File: config.mk
export PLATFORM = sky130hd
export DESIGN_NAME = apc_job_handler
export DESIGN_NICKNAME = d
export VERILOG_FILES = /design/src/apc_pkg.sv /design/src/apc_job_handler.sv
export SDC_FILE = /design/constraint.sdc
export NUM_CORES = 2
export LEC_CHECK = 0
export BUFFER_PORTS_ARGS = -buffer_cell sky130_fd_sc_hd__buf_4
export CORE_MARGIN = 1
export CORE_UTILIZATION = 40
export CTS_CLUSTER_SIZE = 20
export DETAILED_ROUTE_END_ITERATION = 10
export PLACE_DENSITY_LB_ADDON = 0.1
export SETUP_SLACK_MARGIN = 0.1
export SYNTH_ARGS = -nofsm -noshare
export SYNTH_HDL_FRONTEND = slang
export SYNTH_SLANG_ARGS = --single-unit
File: constraint.sdc
create_clock -name clock_i -period 12 [get_ports clock_i]
set_clock_uncertainty 0.1 [all_clocks]
set_input_delay 1.2 -clock clock_i [delete_from_list [all_inputs] [get_ports clock_i]]
set_output_delay 1.2 -clock clock_i [all_outputs]
set_load 0.01 [all_outputs]
File: src/apc_pkg.sv
// Package: constants, codes and states of the slave parameter/configuration job handler
package apc_pkg;

  localparam int          SLV_W        = 6;
  localparam int          NUM_SLV      = 64;
  localparam int          STR_MAX      = 220;
  localparam logic [7:0]  STR_MAX_B    = 8'hdc;
  localparam logic [7:0]  REV_ZERO     = 8'h00;
  localparam logic [3:0]  NIB_ZERO     = 4'h0;
  localparam logic [3:0]  PARAM_MANAGED = 4'hf;
  localparam logic [3:0]  PARAM_DEFAULT = 4'hf;
  localparam logic [15:0] CFG_DEFAULT  = 16'hffff;
  // ---------------------------------------------------------------
  // Response record layout and offline phase length
  // ---------------------------------------------------------------
  localparam logic [7:0]  IDX_B2       = 8'h02;
  localparam logic [7:0]  IDX_STR0     = 8'h03;
  localparam logic [7:0]  LAST_SHORT   = 8'h03;
  localparam logic [7:0]  LAST_STR     = 8'hde;
  localparam logic [7:0]  OFFLINE_CYC  = 8'h10;
  // ---------------------------------------------------------------
  // Register map
  // ---------------------------------------------------------------
  localparam logic [7:0]  REG_CTRL     = 8'h00;
  localparam logic [7:0]  REG_STATUS   = 8'h04;
  localparam logic [7:0]  REG_JOBS     = 8'h08;
  localparam logic [7:0]  REG_PEEK     = 8'h0c;
  localparam logic [7:0]  REG_PPARAM   = 8'h10;
  localparam logic [2:0]  CTRL_RST     = 3'h0;
  localparam int          CTRL_PROT    = 0;
  localparam int          CTRL_PLUG    = 1;
  localparam int          CTRL_CTT_REJ = 2;

  typedef enum logic [2:0] {
    JOB_GET_PERM_PARAM = 3'h0, JOB_WRITE_PARAM = 3'h1, JOB_READ_PARAM = 3'h2,
    JOB_SET_PERM_CFG   = 3'h3, JOB_GET_PERM_CFG = 3'h4, JOB_READ_ACT_CFG = 3'h5,
    JOB_READ_PARAM_STR = 3'h6, JOB_UNUSED = 3'h7
  } apc_job_e;

  typedef enum logic [1:0] {
    OP_WR_PARAM = 2'h0, OP_RD_PARAM = 2'h1, OP_RD_CFG = 2'h2, OP_RD_STR = 2'h3
  } apc_op_e;

  typedef enum logic [3:0] {
    ST_OK = 4'h0, ST_HDR = 4'h1, ST_PARM = 4'h2, ST_REJECT = 4'h3, ST_PROT = 4'h4,
    ST_BUS = 4'h5, ST_STR_LONG = 4'h6, ST_NV = 4'h7, ST_CMD = 4'h8
  } apc_stat_e;

  typedef enum logic [2:0] {
    S_IDLE = 3'h0, S_CHECK = 3'h1, S_BUS_WAIT = 3'h2, S_STR_RX = 3'h3,
    S_NV_WAIT = 3'h4, S_OFFLINE = 3'h5, S_SEND = 3'h6
  } apc_state_e;

endpackage : apc_pkg

File: src/apc_job_handler.sv
// Module: job handler for slave parameter, configuration and parameter-string records
//
// Function
// Record header bytes must both be zero
// Parameter nibble low, upper nibble, byte3 zero
// Get-permanent-parameter returns stored slave parameter
// Combined-type slaves may reject get-permanent-parameter
// Write-parameter forwards bits to slave on bus
// Written parameter kept volatile, never in nonvolatile
// Write response carries slave echo, may differ
// Master-managed slaves: configured parameter reads F
// Read-parameter returns slave current value, not echo
// Set-configuration stores cfg and IDs nonvolatile/plug
// Set-configuration refused in protected mode
// Requester supplies F for unsupported ID1/ID2
// Set-configuration passes offline then warm restart
// Negative confirmation does not mean store failed
// Get-configuration returns stored expected configuration
// Read-actual-configuration returns detected bus configuration
// Byte2 I/O cfg over ID, byte3 ID1 over ID2
// Parameter string read from profile 7.4 slaves
// String response max 220 bytes, count byte2
// Over 220 bytes: abort, error, withhold data
// Cyclic exchange with slave suspended during string
// Count at byte2, string bytes at 3..222
//
// Design decisions made here: the strobed register port and the register offsets.
module apc_job_handler
  import apc_pkg::*;
(
  input  wire logic             clock_i,
  input  wire logic             reset_n_i,
  input  wire logic [7:0]       reg_addr_i,
  input  wire logic [31:0]      reg_wdata_i,
  input  wire logic             reg_wr_i,
  input  wire logic             reg_rd_i,
  output logic      [31:0]      reg_rdata_o,
  input  wire logic             job_valid_i,
  input  wire apc_job_e         job_code_i,
  input  wire logic [SLV_W-1:0] job_slave_i,
  input  wire logic             job_ctt_i,
  input  wire logic [7:0]       job_record_rev_upper_i,
  input  wire logic [7:0]       job_record_rev_lower_i,
  input  wire logic [7:0]       job_byte2_i,
  input  wire logic [7:0]       job_byte3_i,
  output logic                  job_busy_o,
  output logic                  job_done_o,
  output logic      [3:0]       job_status_o,
  output logic                  resp_valid_o,
  output logic      [7:0]       resp_byte_o,
  output logic                  resp_last_o,
  output logic                  bus_req_o,
  output logic      [1:0]       bus_op_o,
  output logic      [SLV_W-1:0] bus_slave_o,
  output logic      [3:0]       bus_wdata_o,
  output logic                  bus_abort_o,
  input  wire logic             bus_ack_i,
  input  wire logic             bus_err_i,
  input  wire logic [15:0]      bus_rdata_i,
  input  wire logic             str_valid_i,
  input  wire logic [7:0]       str_byte_i,
  output logic                  cyc_hold_o,
  output logic      [SLV_W-1:0] cyc_hold_slave_o,
  output logic                  nv_wr_o,
  output logic      [SLV_W-1:0] nv_slave_o,
  output logic      [15:0]      nv_data_o,
  output logic                  nv_plug_o,
  input  wire logic             nv_ack_i,
  input  wire logic             nv_ok_i,
  output logic                  offline_o
);

  // ---------------------------------------------------------------
  // Storage
  // ---------------------------------------------------------------
  logic [3:0]       perm_param   [NUM_SLV];
  logic [3:0]       vol_param    [NUM_SLV];
  logic [15:0]      expected_cfg_set [NUM_SLV];
  logic [7:0]       str_buf      [STR_MAX];
  logic [NUM_SLV-1:0] pp_vld_r, vp_vld_r, ec_vld_r;

  apc_state_e       st_r, st_nxt;
  apc_job_e         code_r;
  apc_stat_e        stat_r, stat_nxt;
  logic [SLV_W-1:0] slave_r, peek_r;
  logic             ctt_r, nv_ok_r, nv_ok_nxt;
  logic [7:0]       rev_u_r, rev_l_r, b2_r, b3_r, ob2_r, ob2_nxt, ob3_r, ob3_nxt;
  logic [7:0]       idx_r, idx_nxt, cnt_r, cnt_nxt, last_r, last_nxt, offl_r, offl_nxt;
  logic [2:0]       ctrl_r;
  logic [31:0]      jobs_r;
  logic             done_nxt, rv_nxt, rl_nxt, breq_nxt, abort_nxt, hold_nxt, nvw_nxt, offline_nxt;
  logic [7:0]       rbyte_nxt;
  apc_op_e          op_r, op_nxt;
  logic             vol_we, ec_we, buf_we;
  logic [15:0]      detected_cfg_set;

  // ---------------------------------------------------------------
  // Decode
  // ---------------------------------------------------------------
  wire hdr_bad   = (rev_u_r != REV_ZERO) || (rev_l_r != REV_ZERO);
  wire parm_bad  = (b2_r[7:4] != NIB_ZERO) || (b3_r != REV_ZERO);
  wire param_bit_0 = b2_r[0];
  wire param_bit_1 = b2_r[1];
  wire param_bit_2 = b2_r[2];
  wire param_bit_3 = b2_r[3];
  wire [3:0] wr_param = {param_bit_3, param_bit_2, param_bit_1, param_bit_0};
  wire [3:0] pp_rd   = pp_vld_r[slave_r] ? perm_param[slave_r] : PARAM_DEFAULT;
  wire [15:0] ec_rd  = ec_vld_r[slave_r] ? expected_cfg_set[slave_r] : CFG_DEFAULT;
  wire [7:0] buf_idx = idx_r - IDX_STR0;
  wire [7:0] buf_rd  = str_buf[buf_idx];
  wire       is_str  = (code_r == JOB_READ_PARAM_STR);
  wire       str_ovf = str_valid_i && (cnt_r == STR_MAX_B);
  wire [3:0] vp_rd   = vp_vld_r[peek_r] ? vol_param[peek_r] : PARAM_DEFAULT;
  wire [3:0] pk_pp   = pp_vld_r[peek_r] ? perm_param[peek_r] : PARAM_DEFAULT;
  wire [31:0] rd_sel =
    (reg_addr_i == REG_CTRL)   ? {29'h0, ctrl_r} :
    (reg_addr_i == REG_STATUS) ? {24'h0, stat_r, 1'b0, st_r} :
    (reg_addr_i == REG_JOBS)   ? jobs_r :
    (reg_addr_i == REG_PEEK)   ? {16'h0, vp_rd, pk_pp, 2'h0, peek_r} : 32'h0;
  wire ctrl_we = reg_wr_i && (reg_addr_i == REG_CTRL);
  wire peek_we = reg_wr_i && (reg_addr_i == REG_PEEK);
  wire pp_we   = reg_wr_i && (reg_addr_i == REG_PPARAM);

  // ---------------------------------------------------------------
  // Job sequencer
  // ---------------------------------------------------------------
  always_comb begin
    st_nxt = st_r;
    stat_nxt = stat_r;
    {ob2_nxt, ob3_nxt, idx_nxt, cnt_nxt, last_nxt, offl_nxt} = {ob2_r, ob3_r, idx_r, cnt_r, last_r, offl_r};
    nv_ok_nxt = nv_ok_r;
    op_nxt = op_r;
    {done_nxt, rv_nxt, rl_nxt, breq_nxt, abort_nxt, hold_nxt, nvw_nxt, offline_nxt} = '0;
    rbyte_nxt = REV_ZERO;
    {vol_we, ec_we, buf_we} = '0;
    case (st_r)
      S_IDLE: begin
        if (job_valid_i) begin
          st_nxt = S_CHECK;
        end
      end
      S_CHECK: begin
        idx_nxt = REV_ZERO;
        cnt_nxt = REV_ZERO;
        last_nxt = LAST_SHORT;
        ob3_nxt = REV_ZERO;
        st_nxt = S_SEND;
        if (hdr_bad) begin
          stat_nxt = ST_HDR;
          st_nxt = S_IDLE;
        end else begin
          case (code_r)
            JOB_GET_PERM_PARAM: begin
              if (ctt_r && ctrl_r[CTRL_CTT_REJ]) begin
                stat_nxt = ST_REJECT;
                st_nxt = S_IDLE;
              end else begin
                ob2_nxt = {NIB_ZERO, ctt_r ? PARAM_MANAGED : pp_rd};
              end
            end
            JOB_WRITE_PARAM: begin
              if (parm_bad) begin
                stat_nxt = ST_PARM;
                st_nxt = S_IDLE;
              end else if (ctt_r) begin
                ob2_nxt = {NIB_ZERO, PARAM_MANAGED};
              end else begin
                vol_we = 1'b1;
                breq_nxt = 1'b1;
                op_nxt = OP_WR_PARAM;
                st_nxt = S_BUS_WAIT;
              end
            end
            JOB_READ_PARAM: begin
              breq_nxt = 1'b1;
              op_nxt = OP_RD_PARAM;
              st_nxt = S_BUS_WAIT;
            end
            JOB_SET_PERM_CFG: begin
              if (ctrl_r[CTRL_PROT]) begin
                stat_nxt = ST_PROT;
                st_nxt = S_IDLE;
              end else begin
                ec_we = 1'b1;
                nvw_nxt = 1'b1;
                ob2_nxt = b2_r;
                ob3_nxt = b3_r;
                st_nxt = S_NV_WAIT;
              end
            end
            JOB_GET_PERM_CFG: begin
              ob2_nxt = ec_rd[15:8];
              ob3_nxt = ec_rd[7:0];
            end
            JOB_READ_ACT_CFG: begin
              breq_nxt = 1'b1;
              op_nxt = OP_RD_CFG;
              st_nxt = S_BUS_WAIT;
            end
            JOB_READ_PARAM_STR: begin
              breq_nxt = 1'b1;
              op_nxt = OP_RD_STR;
              hold_nxt = 1'b1;
              st_nxt = S_STR_RX;
            end
            default: begin
              stat_nxt = ST_CMD;
              st_nxt = S_IDLE;
            end
          endcase
        end
        done_nxt = (st_nxt == S_IDLE);
      end
      S_BUS_WAIT: begin
        if (bus_err_i) begin
          stat_nxt = ST_BUS;
          done_nxt = 1'b1;
          st_nxt = S_IDLE;
        end else if (bus_ack_i) begin
          if (code_r == JOB_READ_ACT_CFG) begin
            ob2_nxt = detected_cfg_set[15:8];
            ob3_nxt = detected_cfg_set[7:0];
          end else begin
            ob2_nxt = {NIB_ZERO, bus_rdata_i[3:0]};
          end
          st_nxt = S_SEND;
        end
      end
      S_STR_RX: begin
        hold_nxt = 1'b1;
        if (str_ovf) begin
          abort_nxt = 1'b1;
          stat_nxt = ST_STR_LONG;
          done_nxt = 1'b1;
          hold_nxt = 1'b0;
          st_nxt = S_IDLE;
        end else if (str_valid_i) begin
          buf_we = 1'b1;
          cnt_nxt = cnt_r + 8'h01;
        end else if (bus_err_i) begin
          stat_nxt = ST_BUS;
          done_nxt = 1'b1;
          hold_nxt = 1'b0;
          st_nxt = S_IDLE;
        end else if (bus_ack_i) begin
          ob2_nxt = cnt_r;
          last_nxt = LAST_STR;
          hold_nxt = 1'b0;
          st_nxt = S_SEND;
        end
      end
      S_NV_WAIT: begin
        if (nv_ack_i) begin
          nv_ok_nxt = nv_ok_i;
          offline_nxt = 1'b1;
          offl_nxt = OFFLINE_CYC;
          st_nxt = S_OFFLINE;
        end
      end
      S_OFFLINE: begin
        offline_nxt = 1'b1;
        offl_nxt = offl_r - 8'h01;
        if (offl_r == 8'h01) begin
          offline_nxt = 1'b0;
          if (nv_ok_r) begin
            st_nxt = S_SEND;
          end else begin
            stat_nxt = ST_NV;
            done_nxt = 1'b1;
            st_nxt = S_IDLE;
          end
        end
      end
      S_SEND: begin
        rv_nxt = 1'b1;
        if (idx_r < IDX_B2) begin
          rbyte_nxt = REV_ZERO;
        end else if (idx_r == IDX_B2) begin
          rbyte_nxt = ob2_r;
        end else begin
          rbyte_nxt = is_str ? buf_rd : ob3_r;
        end
        idx_nxt = idx_r + 8'h01;
        if (idx_r == last_r) begin
          rl_nxt = 1'b1;
          done_nxt = 1'b1;
          stat_nxt = ST_OK;
          st_nxt = S_IDLE;
        end
      end
      default: begin
        st_nxt = S_IDLE;
      end
    endcase
  end

  // ---------------------------------------------------------------
  // State and outputs
  // ---------------------------------------------------------------
  always_ff @(posedge clock_i) begin
    if (!reset_n_i) begin
      st_r <= S_IDLE;
      stat_r <= ST_OK;
      code_r <= JOB_GET_PERM_PARAM;
      {slave_r, ctt_r, rev_u_r, rev_l_r, b2_r, b3_r} <= '0;
      {ob2_r, ob3_r, idx_r, cnt_r, last_r, offl_r, nv_ok_r} <= '0;
      op_r <= OP_WR_PARAM;
      {job_busy_o, job_done_o, job_status_o, resp_valid_o, resp_byte_o, resp_last_o} <= '0;
      {bus_req_o, bus_op_o, bus_slave_o, bus_wdata_o, bus_abort_o} <= '0;
      {cyc_hold_o, cyc_hold_slave_o, nv_wr_o, nv_slave_o, nv_data_o, nv_plug_o, offline_o} <= '0;
    end else begin
      if (st_r == S_IDLE && job_valid_i) begin
        {code_r, slave_r, ctt_r} <= {job_code_i, job_slave_i, job_ctt_i};
        {rev_u_r, rev_l_r, b2_r, b3_r} <= {job_record_rev_upper_i, job_record_rev_lower_i, job_byte2_i, job_byte3_i};
      end
      st_r <= st_nxt;
      stat_r <= stat_nxt;
      {ob2_r, ob3_r, idx_r, cnt_r, last_r, offl_r, nv_ok_r} <= {ob2_nxt, ob3_nxt, idx_nxt, cnt_nxt, last_nxt, offl_nxt, nv_ok_nxt};
      op_r <= op_nxt;
      job_busy_o <= (st_nxt != S_IDLE);
      job_done_o <= done_nxt;
      job_status_o <= stat_nxt;
      {resp_valid_o, resp_byte_o, resp_last_o} <= {rv_nxt, rbyte_nxt, rl_nxt};
      {bus_req_o, bus_op_o, bus_slave_o, bus_wdata_o, bus_abort_o} <= {breq_nxt, op_nxt, slave_r, wr_param, abort_nxt};
      {cyc_hold_o, cyc_hold_slave_o} <= {hold_nxt, slave_r};
      {nv_wr_o, nv_slave_o, nv_data_o} <= {nvw_nxt, slave_r, b2_r, b3_r};
      nv_plug_o <= ctrl_r[CTRL_PLUG];
      offline_o <= offline_nxt;
    end
  end

  // Arrays unreset; valid bits give defaults, except str_buf, which has none
  always_ff @(posedge clock_i) begin
    if (vol_we) vol_param[slave_r] <= wr_param;
    if (ec_we) expected_cfg_set[slave_r] <= {b2_r, b3_r};
    if (buf_we) str_buf[cnt_r] <= str_byte_i;
    if (pp_we) perm_param[reg_wdata_i[5:0]] <= reg_wdata_i[11:8];
  end

  // ---------------------------------------------------------------
  // Register slave
  // ---------------------------------------------------------------
  always_ff @(posedge clock_i) begin
    if (!reset_n_i) begin
      {pp_vld_r, vp_vld_r, ec_vld_r} <= '0;
      ctrl_r <= CTRL_RST;
      jobs_r <= 32'h0;
      peek_r <= '0;
      reg_rdata_o <= 32'h0;
    end else begin
      if (pp_we) pp_vld_r[reg_wdata_i[5:0]] <= 1'b1;
      if (vol_we) vp_vld_r[slave_r] <= 1'b1;
      if (ec_we) ec_vld_r[slave_r] <= 1'b1;
      if (ctrl_we) ctrl_r <= reg_wdata_i[2:0];
      if (peek_we) peek_r <= reg_wdata_i[5:0];
      if (done_nxt) jobs_r <= jobs_r + 32'h1;
      reg_rdata_o <= reg_rd_i ? rd_sel : 32'h0;
    end
  end

  // Detected configuration is the bus answer only
  assign detected_cfg_set = bus_rdata_i;
endmodule : apc_job_handler

=== Word level (Yosys, flattened, before mapping) ===
Memories as Yosys holds them, arrays and structs flattened. A register that Yosys moved wholly into a read port is not among the register bits.
Index checks and enable logic that the tools add are counted.

* Multiplexer cells: 135
* Reductions and logical operators: 44
* Equality and inequality tests: 45
* $lt $le $gt $ge: 6
* Bitwise operators: 8
* Add/subtract/negate cells: 5

{| class="wikitable"
|+ Operators with widths
! cell !! count
|-
| two-way mux 8 bit || 27
|-
| OR 64 bit || 3
|-
| case mux 8 bit (2 select lines) || 6
|-
| two-way mux 4 bit || 14
|-
| two-way mux 3 bit || 16
|-
| two-way mux 6 bit || 8
|-
| two-way mux 1 bit || 42
|-
| adder 32 x 1 -> 32 bit, second input constant || 1
|-
| two-way mux 16 bit || 2
|-
| two-way mux 32 bit || 1
|-
| case mux 8 bit (4 select lines) || 1
|-
| inequality test 2 bit, second input constant || 15
|-
| binary-select mux 1 bit (select 6 bit) || 4
|-
| case mux 8 bit (3 select lines) || 1
|-
| nonzero test 8 bit || 3
|-
| less-than comparator 6 x 7 -> 1 bit, second input constant || 3
|-
| case mux 3 bit (7 select lines) || 1
|-
| case mux 4 bit (5 select lines) || 1
|-
| == test 3 bit, second input constant || 6
|-
| inequality test 3 bit, second input constant || 6
|-
| case mux 3 bit (6 select lines) || 1
|-
| adder 8 x 1 -> 8 bit, second input constant || 2
|-
| == test 8 x 4 -> 1 bit, second input constant || 2
|-
| case mux 4 bit (4 select lines) || 1
|-
| other kinds (37) || 76
|}

* Output and inout bits: 94
* RAM bits: 3,296
* Memories: 4
* Bits in registers: 409
* Word-level logic and storage cells: 287

{| class="wikitable"
|+ Memories
! memory !! depth !! bits a word !! read ports !! clocked after memory_dff !! wr ports !! RTL line !! source
|-
| str_buf || 220 || 8 || 1 || 0 || 1 || apc_job_handler.sv:79 || <nowiki>logic [7:0] str_buf [STR_MAX];</nowiki>
|-
| expected_cfg_set || 64 || 16 || 1 || 1 || 1 || apc_job_handler.sv:78 || <nowiki>logic [15:0] expected_cfg_set [NUM_SLV];</nowiki>
|-
| perm_param || 64 || 4 || 2 || 2 || 1 || apc_job_handler.sv:76 || <nowiki>logic [3:0] perm_param [NUM_SLV];</nowiki>
|-
| vol_param || 64 || 4 || 1 || 1 || 1 || apc_job_handler.sv:77 || <nowiki>logic [3:0] vol_param [NUM_SLV];</nowiki>
|}

=== Longest topological paths before layout ===
* Depth in word-level cells: 8
* Mapped depth: 19

=== Worst setup path before layout ===
OpenSTA, ideal clock, no wires.

* Path type: register to register
* Start point: register idx_r[0]
* End point: register resp_byte_o[1]
* Arrival time: 3.539 ns
* Required time: 11.777 ns
* Slack: 8.238 ns
* Path buffers: 9
* Stages on the path, launching flop included: 19
* Cell sequence: dfxtp_1 buf_4 buf_6 buf_6 buf_4 buf_4 inv_1 ha_1 buf_2 buf_2 clkbuf_1 clkbuf_1 mux4_2 nand2_1 nand3_1 a31oi_1 o31ai_1 nand4_1 nand3_1

* Cells in the longest elaborated chain, start to end: 4
* Elaborated cells on any way between the ends: 7

{| class="wikitable"
|+ Ends and longest elaborated chain
! what !! RTL line !! source
|-
| start, declared || apc_job_handler.sv:88 || <nowiki>logic [7:0] idx_r, idx_nxt, cnt_r, cnt_nxt, last_r, last_nxt, offl_r, offl_nxt;</nowiki>
|-
| start signal, assigned || apc_job_handler.sv:318 || <nowiki>{ob2_r, ob3_r, idx_r, cnt_r, last_r, offl_r, nv_ok_r} <= {ob2_nxt, ob3_nxt, idx_nxt, cnt_nxt, last_nxt, offl_n ...</nowiki>
|-
| subtractor 8 x 2 -> 8 bit || apc_job_handler.sv:109 || <nowiki>wire [7:0] buf_idx = idx_r - IDX_STR0;</nowiki>
|-
| memory read (220 x 8 bit) || n/a ||
|-
| two-way mux 8 bit || apc_job_handler.sv:281 || <nowiki>rbyte_nxt = is_str ? buf_rd : ob3_r;</nowiki>
|-
| two-way mux 8 bit || apc_job_handler.sv:278 || <nowiki>end else if (idx_r == IDX_B2) begin</nowiki>
|-
| end signal, assigned || apc_job_handler.sv:323 || <nowiki>{resp_valid_o, resp_byte_o, resp_last_o} <= {rv_nxt, rbyte_nxt, rl_nxt};</nowiki>
|-
| end, declared || apc_job_handler.sv:50 || <nowiki>output logic [7:0] resp_byte_o,</nowiki>
|}

Several ways; a longest one is shown, not always the timed one.
A chain may end at the register's enable or synchronous reset.

=== Worst setup path after layout ===
* Start point: register idx_r[0]
* End point: register resp_byte_o[7]

Same word-level chain as after synthesis.

==> metrics.txt <==
Fmax achieved 170 MHz; total track usage 22.4%; outcome finished, final reports clean; Final Wtd Congestion 0.831; CTS Buf Count 403; met2 WL 203000 um; Power Total 27.6 mW; Vias 75868; fin crit period 5.90 ns; Final TNS setup 0 ns; hold path cells 2; DR WL met3 22700 um; part of the power in registers 51.3%; Worst Tran Pin Value 1.24 ns; Top FF cell, synth edfxtp_1; Sw Ratio 21.1%; Met1 Wirelength 175000 um; P_sw 5.81 mW; clock network fraction of total power 45.4%; cts hold-fix bufs 0; initial antenna violation count 22; reg2reg start idx_r[0]; fin util 45.7%; worst slack, placed 5.87 ns; post-synthesis register bit count 3708; combinational power share 3.3%; fin. max-slew vios 0; reg-to-reg critical path endpoint resp_byte_o[7]; Max Cap Viol 0; Die X 608 um; Iter 0 DRT Violations 7440; HP Class reg -> reg; period utilization 49.2%; largest net degree at the start of global routing 140; die area 369000 um^2; initial core utilization 40.2%; dpl cells 12481; RSZ-0062 raised after global routing false; CTS resizes 0; worst-case vdd ir drop 0.125 mV; Top Layer Used met5; placed cell areas 154000 um^2; Fin. Hold Viols 0; Syn Inst Count 7771; Hold Path Sink rev_u_r[3]; H-tree Lvls 5; Leak 52.3 nW; reg2reg setup slack 6.10 ns; number of global-route vias before repair 77648; Overflow after GRT 0; layout cells sized above 1 26.1%; Crit path required time 12.67 ns; depth of the most critical reg-to-reg path 12; sequential area share after synthesis 73.1%; Routed Antenna Nets 0; Mean Syn Cell Area 18.9 um^2; pwr dens 165 nW/um^2; Detail Placement HPWL 259000 um; fill cell count 31276; residual DRC count 0; DRT Pass-1 Iters 6; Synth cell types 87; drt wl/cell 31.6 um; synthesized area 147000 um^2; core box area 366000 um^2; synth-to-layout area growth 13.9%; Final setup viols 0; Startpoint Class flop; cell internal pwr 21.7 mW; CTS sink count 3708; post-CTS setup buffer count 0; CTS root buf clkbuf_16; post-route cell area 167000 um^2; routed vias/inst 5.73; post-route insts no fill 13240; nets 8195; clock buffer depth 4; wirelength, routed 419000 um; final worst slack 6.10 ns; CTS tree built; first-pass GRT wire length 592000 um; Chip Height 608 um; crit path DAT 6.57 ns; sequential cell area 107000 um^2; Async SR Flop Fraction 0%; Slew headroom 17.5%; Hold Startpoint rev_u_r[3]; CP endpoint kind flop; Site Rows 222; Hold Slack 0.356 ns; crit path kind reg -> reg; Mapped Nets 7896; crit path launch idx_r[0]; io pins 210; Worst Path Max Fanout 87; number of buffers added on ports 187; worst skew pair latency 0.96 ns; Clock transition at path regs 0.06 ns; Yosys warnings 0; Multi-input gate area 37400 um^2; EDFF count, synth 3296
## area by class of cell
type	instances	area share, %
repair buffers	382	1.81
multi-input cells	3548	22.4
clock inverters	211	1.31
flip-flops and latches	3708	64.2
diodes	10	0.0150
inverters	27	0.0636
well taps	4816	3.60
clock buffers	538	6.64
## state kept, by name, summed over array words and instances, names as in the netlist, 13 cells and up, named ones only
signal,cells
vol_param,256
ec_vld_r,64
pp_vld_r,64
perm_param,256
reg_rdata_o,32
str_buf,1760
expected_cfg_set,1024
jobs_r,32
vp_vld_r,64
nv_data_o,13
## cells in the final DEF (no fill, tap or decap), types with 11 or more instances in the layout
cell and count:
bufinv_16 41, nand4_1 39, a31oi_1 38, and2_1 46, clkinv_1 72, o21a_1 131
mux2i_1 75, clkbuf_16 416, or3_1 21, o211ai_1 11, xor2_1 14, nand2_1 549
dfxtp_2 21, mux2_2 16, clkinv_2 76, nand2b_1 22, buf_4 364, nor4_1 18
nor3_1 42, nor2_1 622, o21ai_0 77, clkbuf_8 29, a21oi_1 169, and3_1 21
nand3_1 156, mux4_2 1059, dfxtp_4 11, nor2_2 63, inv_1 26, dfxtp_1 380
xnor2_1 14, a211oi_1 33, a221oi_1 11, nand3b_1 12, clkbuf_1 96, nor2b_1 42
or2_2 11, a22oi_1 50, edfxtp_1 3296
## layer usage
metal,GRT usage [%],vias up
met4,9.07,2
met3,3.01,643
met2,36.7,2429
met1,30.5,40793
met5,0,-
li1,-,32001
## power groups by stage
stage | Sequential (mW) | Combinational, mW | Clock [mW]
CTS | 14.1 | 0.922 | 12.7
finish | 14.1 | 0.906 | 12.5
detailed placement | 14.4 | 0.920 | 0
global placement | 14.4 | 0.900 | 0
global route | 14.1 | 0.956 | 13.2
floorplan | 14.4 | 0.426 | 0
## critical path: stages, from the launching register on
cell	delay [ns]
dfxtp_4	0.89
inv_1	0.31
ha_4	0.79
buf_4	0.70
buf_12	0.42
mux4_2	0.39
nand2_1	0.09
and3_1	0.20
a31oi_1	0.09
o2111ai_1	0.85
nand3_1	0.46
nand4_1	0.23
nand3_1	0.09
## cells in the mapped netlist, drive strengths merged, types with 21 or more instances
library cell  count  share of area, %
edfxtp         3296                67
mux4           1059                16
nor2            686               1.8
nand2           551               1.4
dfxtp           412               5.6
buf             274               1.1
clkbuf          213              0.54
a21oi           173              0.60
nand3           156              0.53
o21a            131              0.67
o21ai            86              0.29
mux2i            75              0.51
a22oi            50              0.26
and2             46              0.20
nor3             46              0.17
nor2b            43              0.18
nand4            39              0.17
a31oi            38              0.16
a211oi           33              0.17
inv              26             0.066
or3              25              0.11
nand2b           22             0.094
nor4             22              0.11
and3             21             0.090
## worst max-delay path by stage
| stage | to | slack [ns] | depth (start not counted) |
|---|---|---|---|
| after CTS | resp_byte_o[6] | 5.82 | 12 |
| after global routing | resp_byte_o[6] | 5.86 | 12 |
| after detailed placement | resp_byte_o[6] | 5.87 | 12 |
| final | resp_byte_o[7] | 6.10 | 12 |
| after floorplan | resp_byte_o[1] | 8.24 | 18 |
| after global placement | resp_byte_o[6] | 5.88 | 12 |
## kinds of logic after synthesis
family / Yosys count / synth area share (%)
AOI/OAI and AO/OA: 624 / 2.85
xor gates and xnor gates: 38 / 0.237
adders and majority gates: 9 / 0.0767
buffers and inverters: 515 / 1.69
DFF: 3708 / 73.1
muxes: 1150 / 16.9
and+or+nand+nor: 1727 / 5.21
No activity file was read; power rests on OpenSTA's default activity.
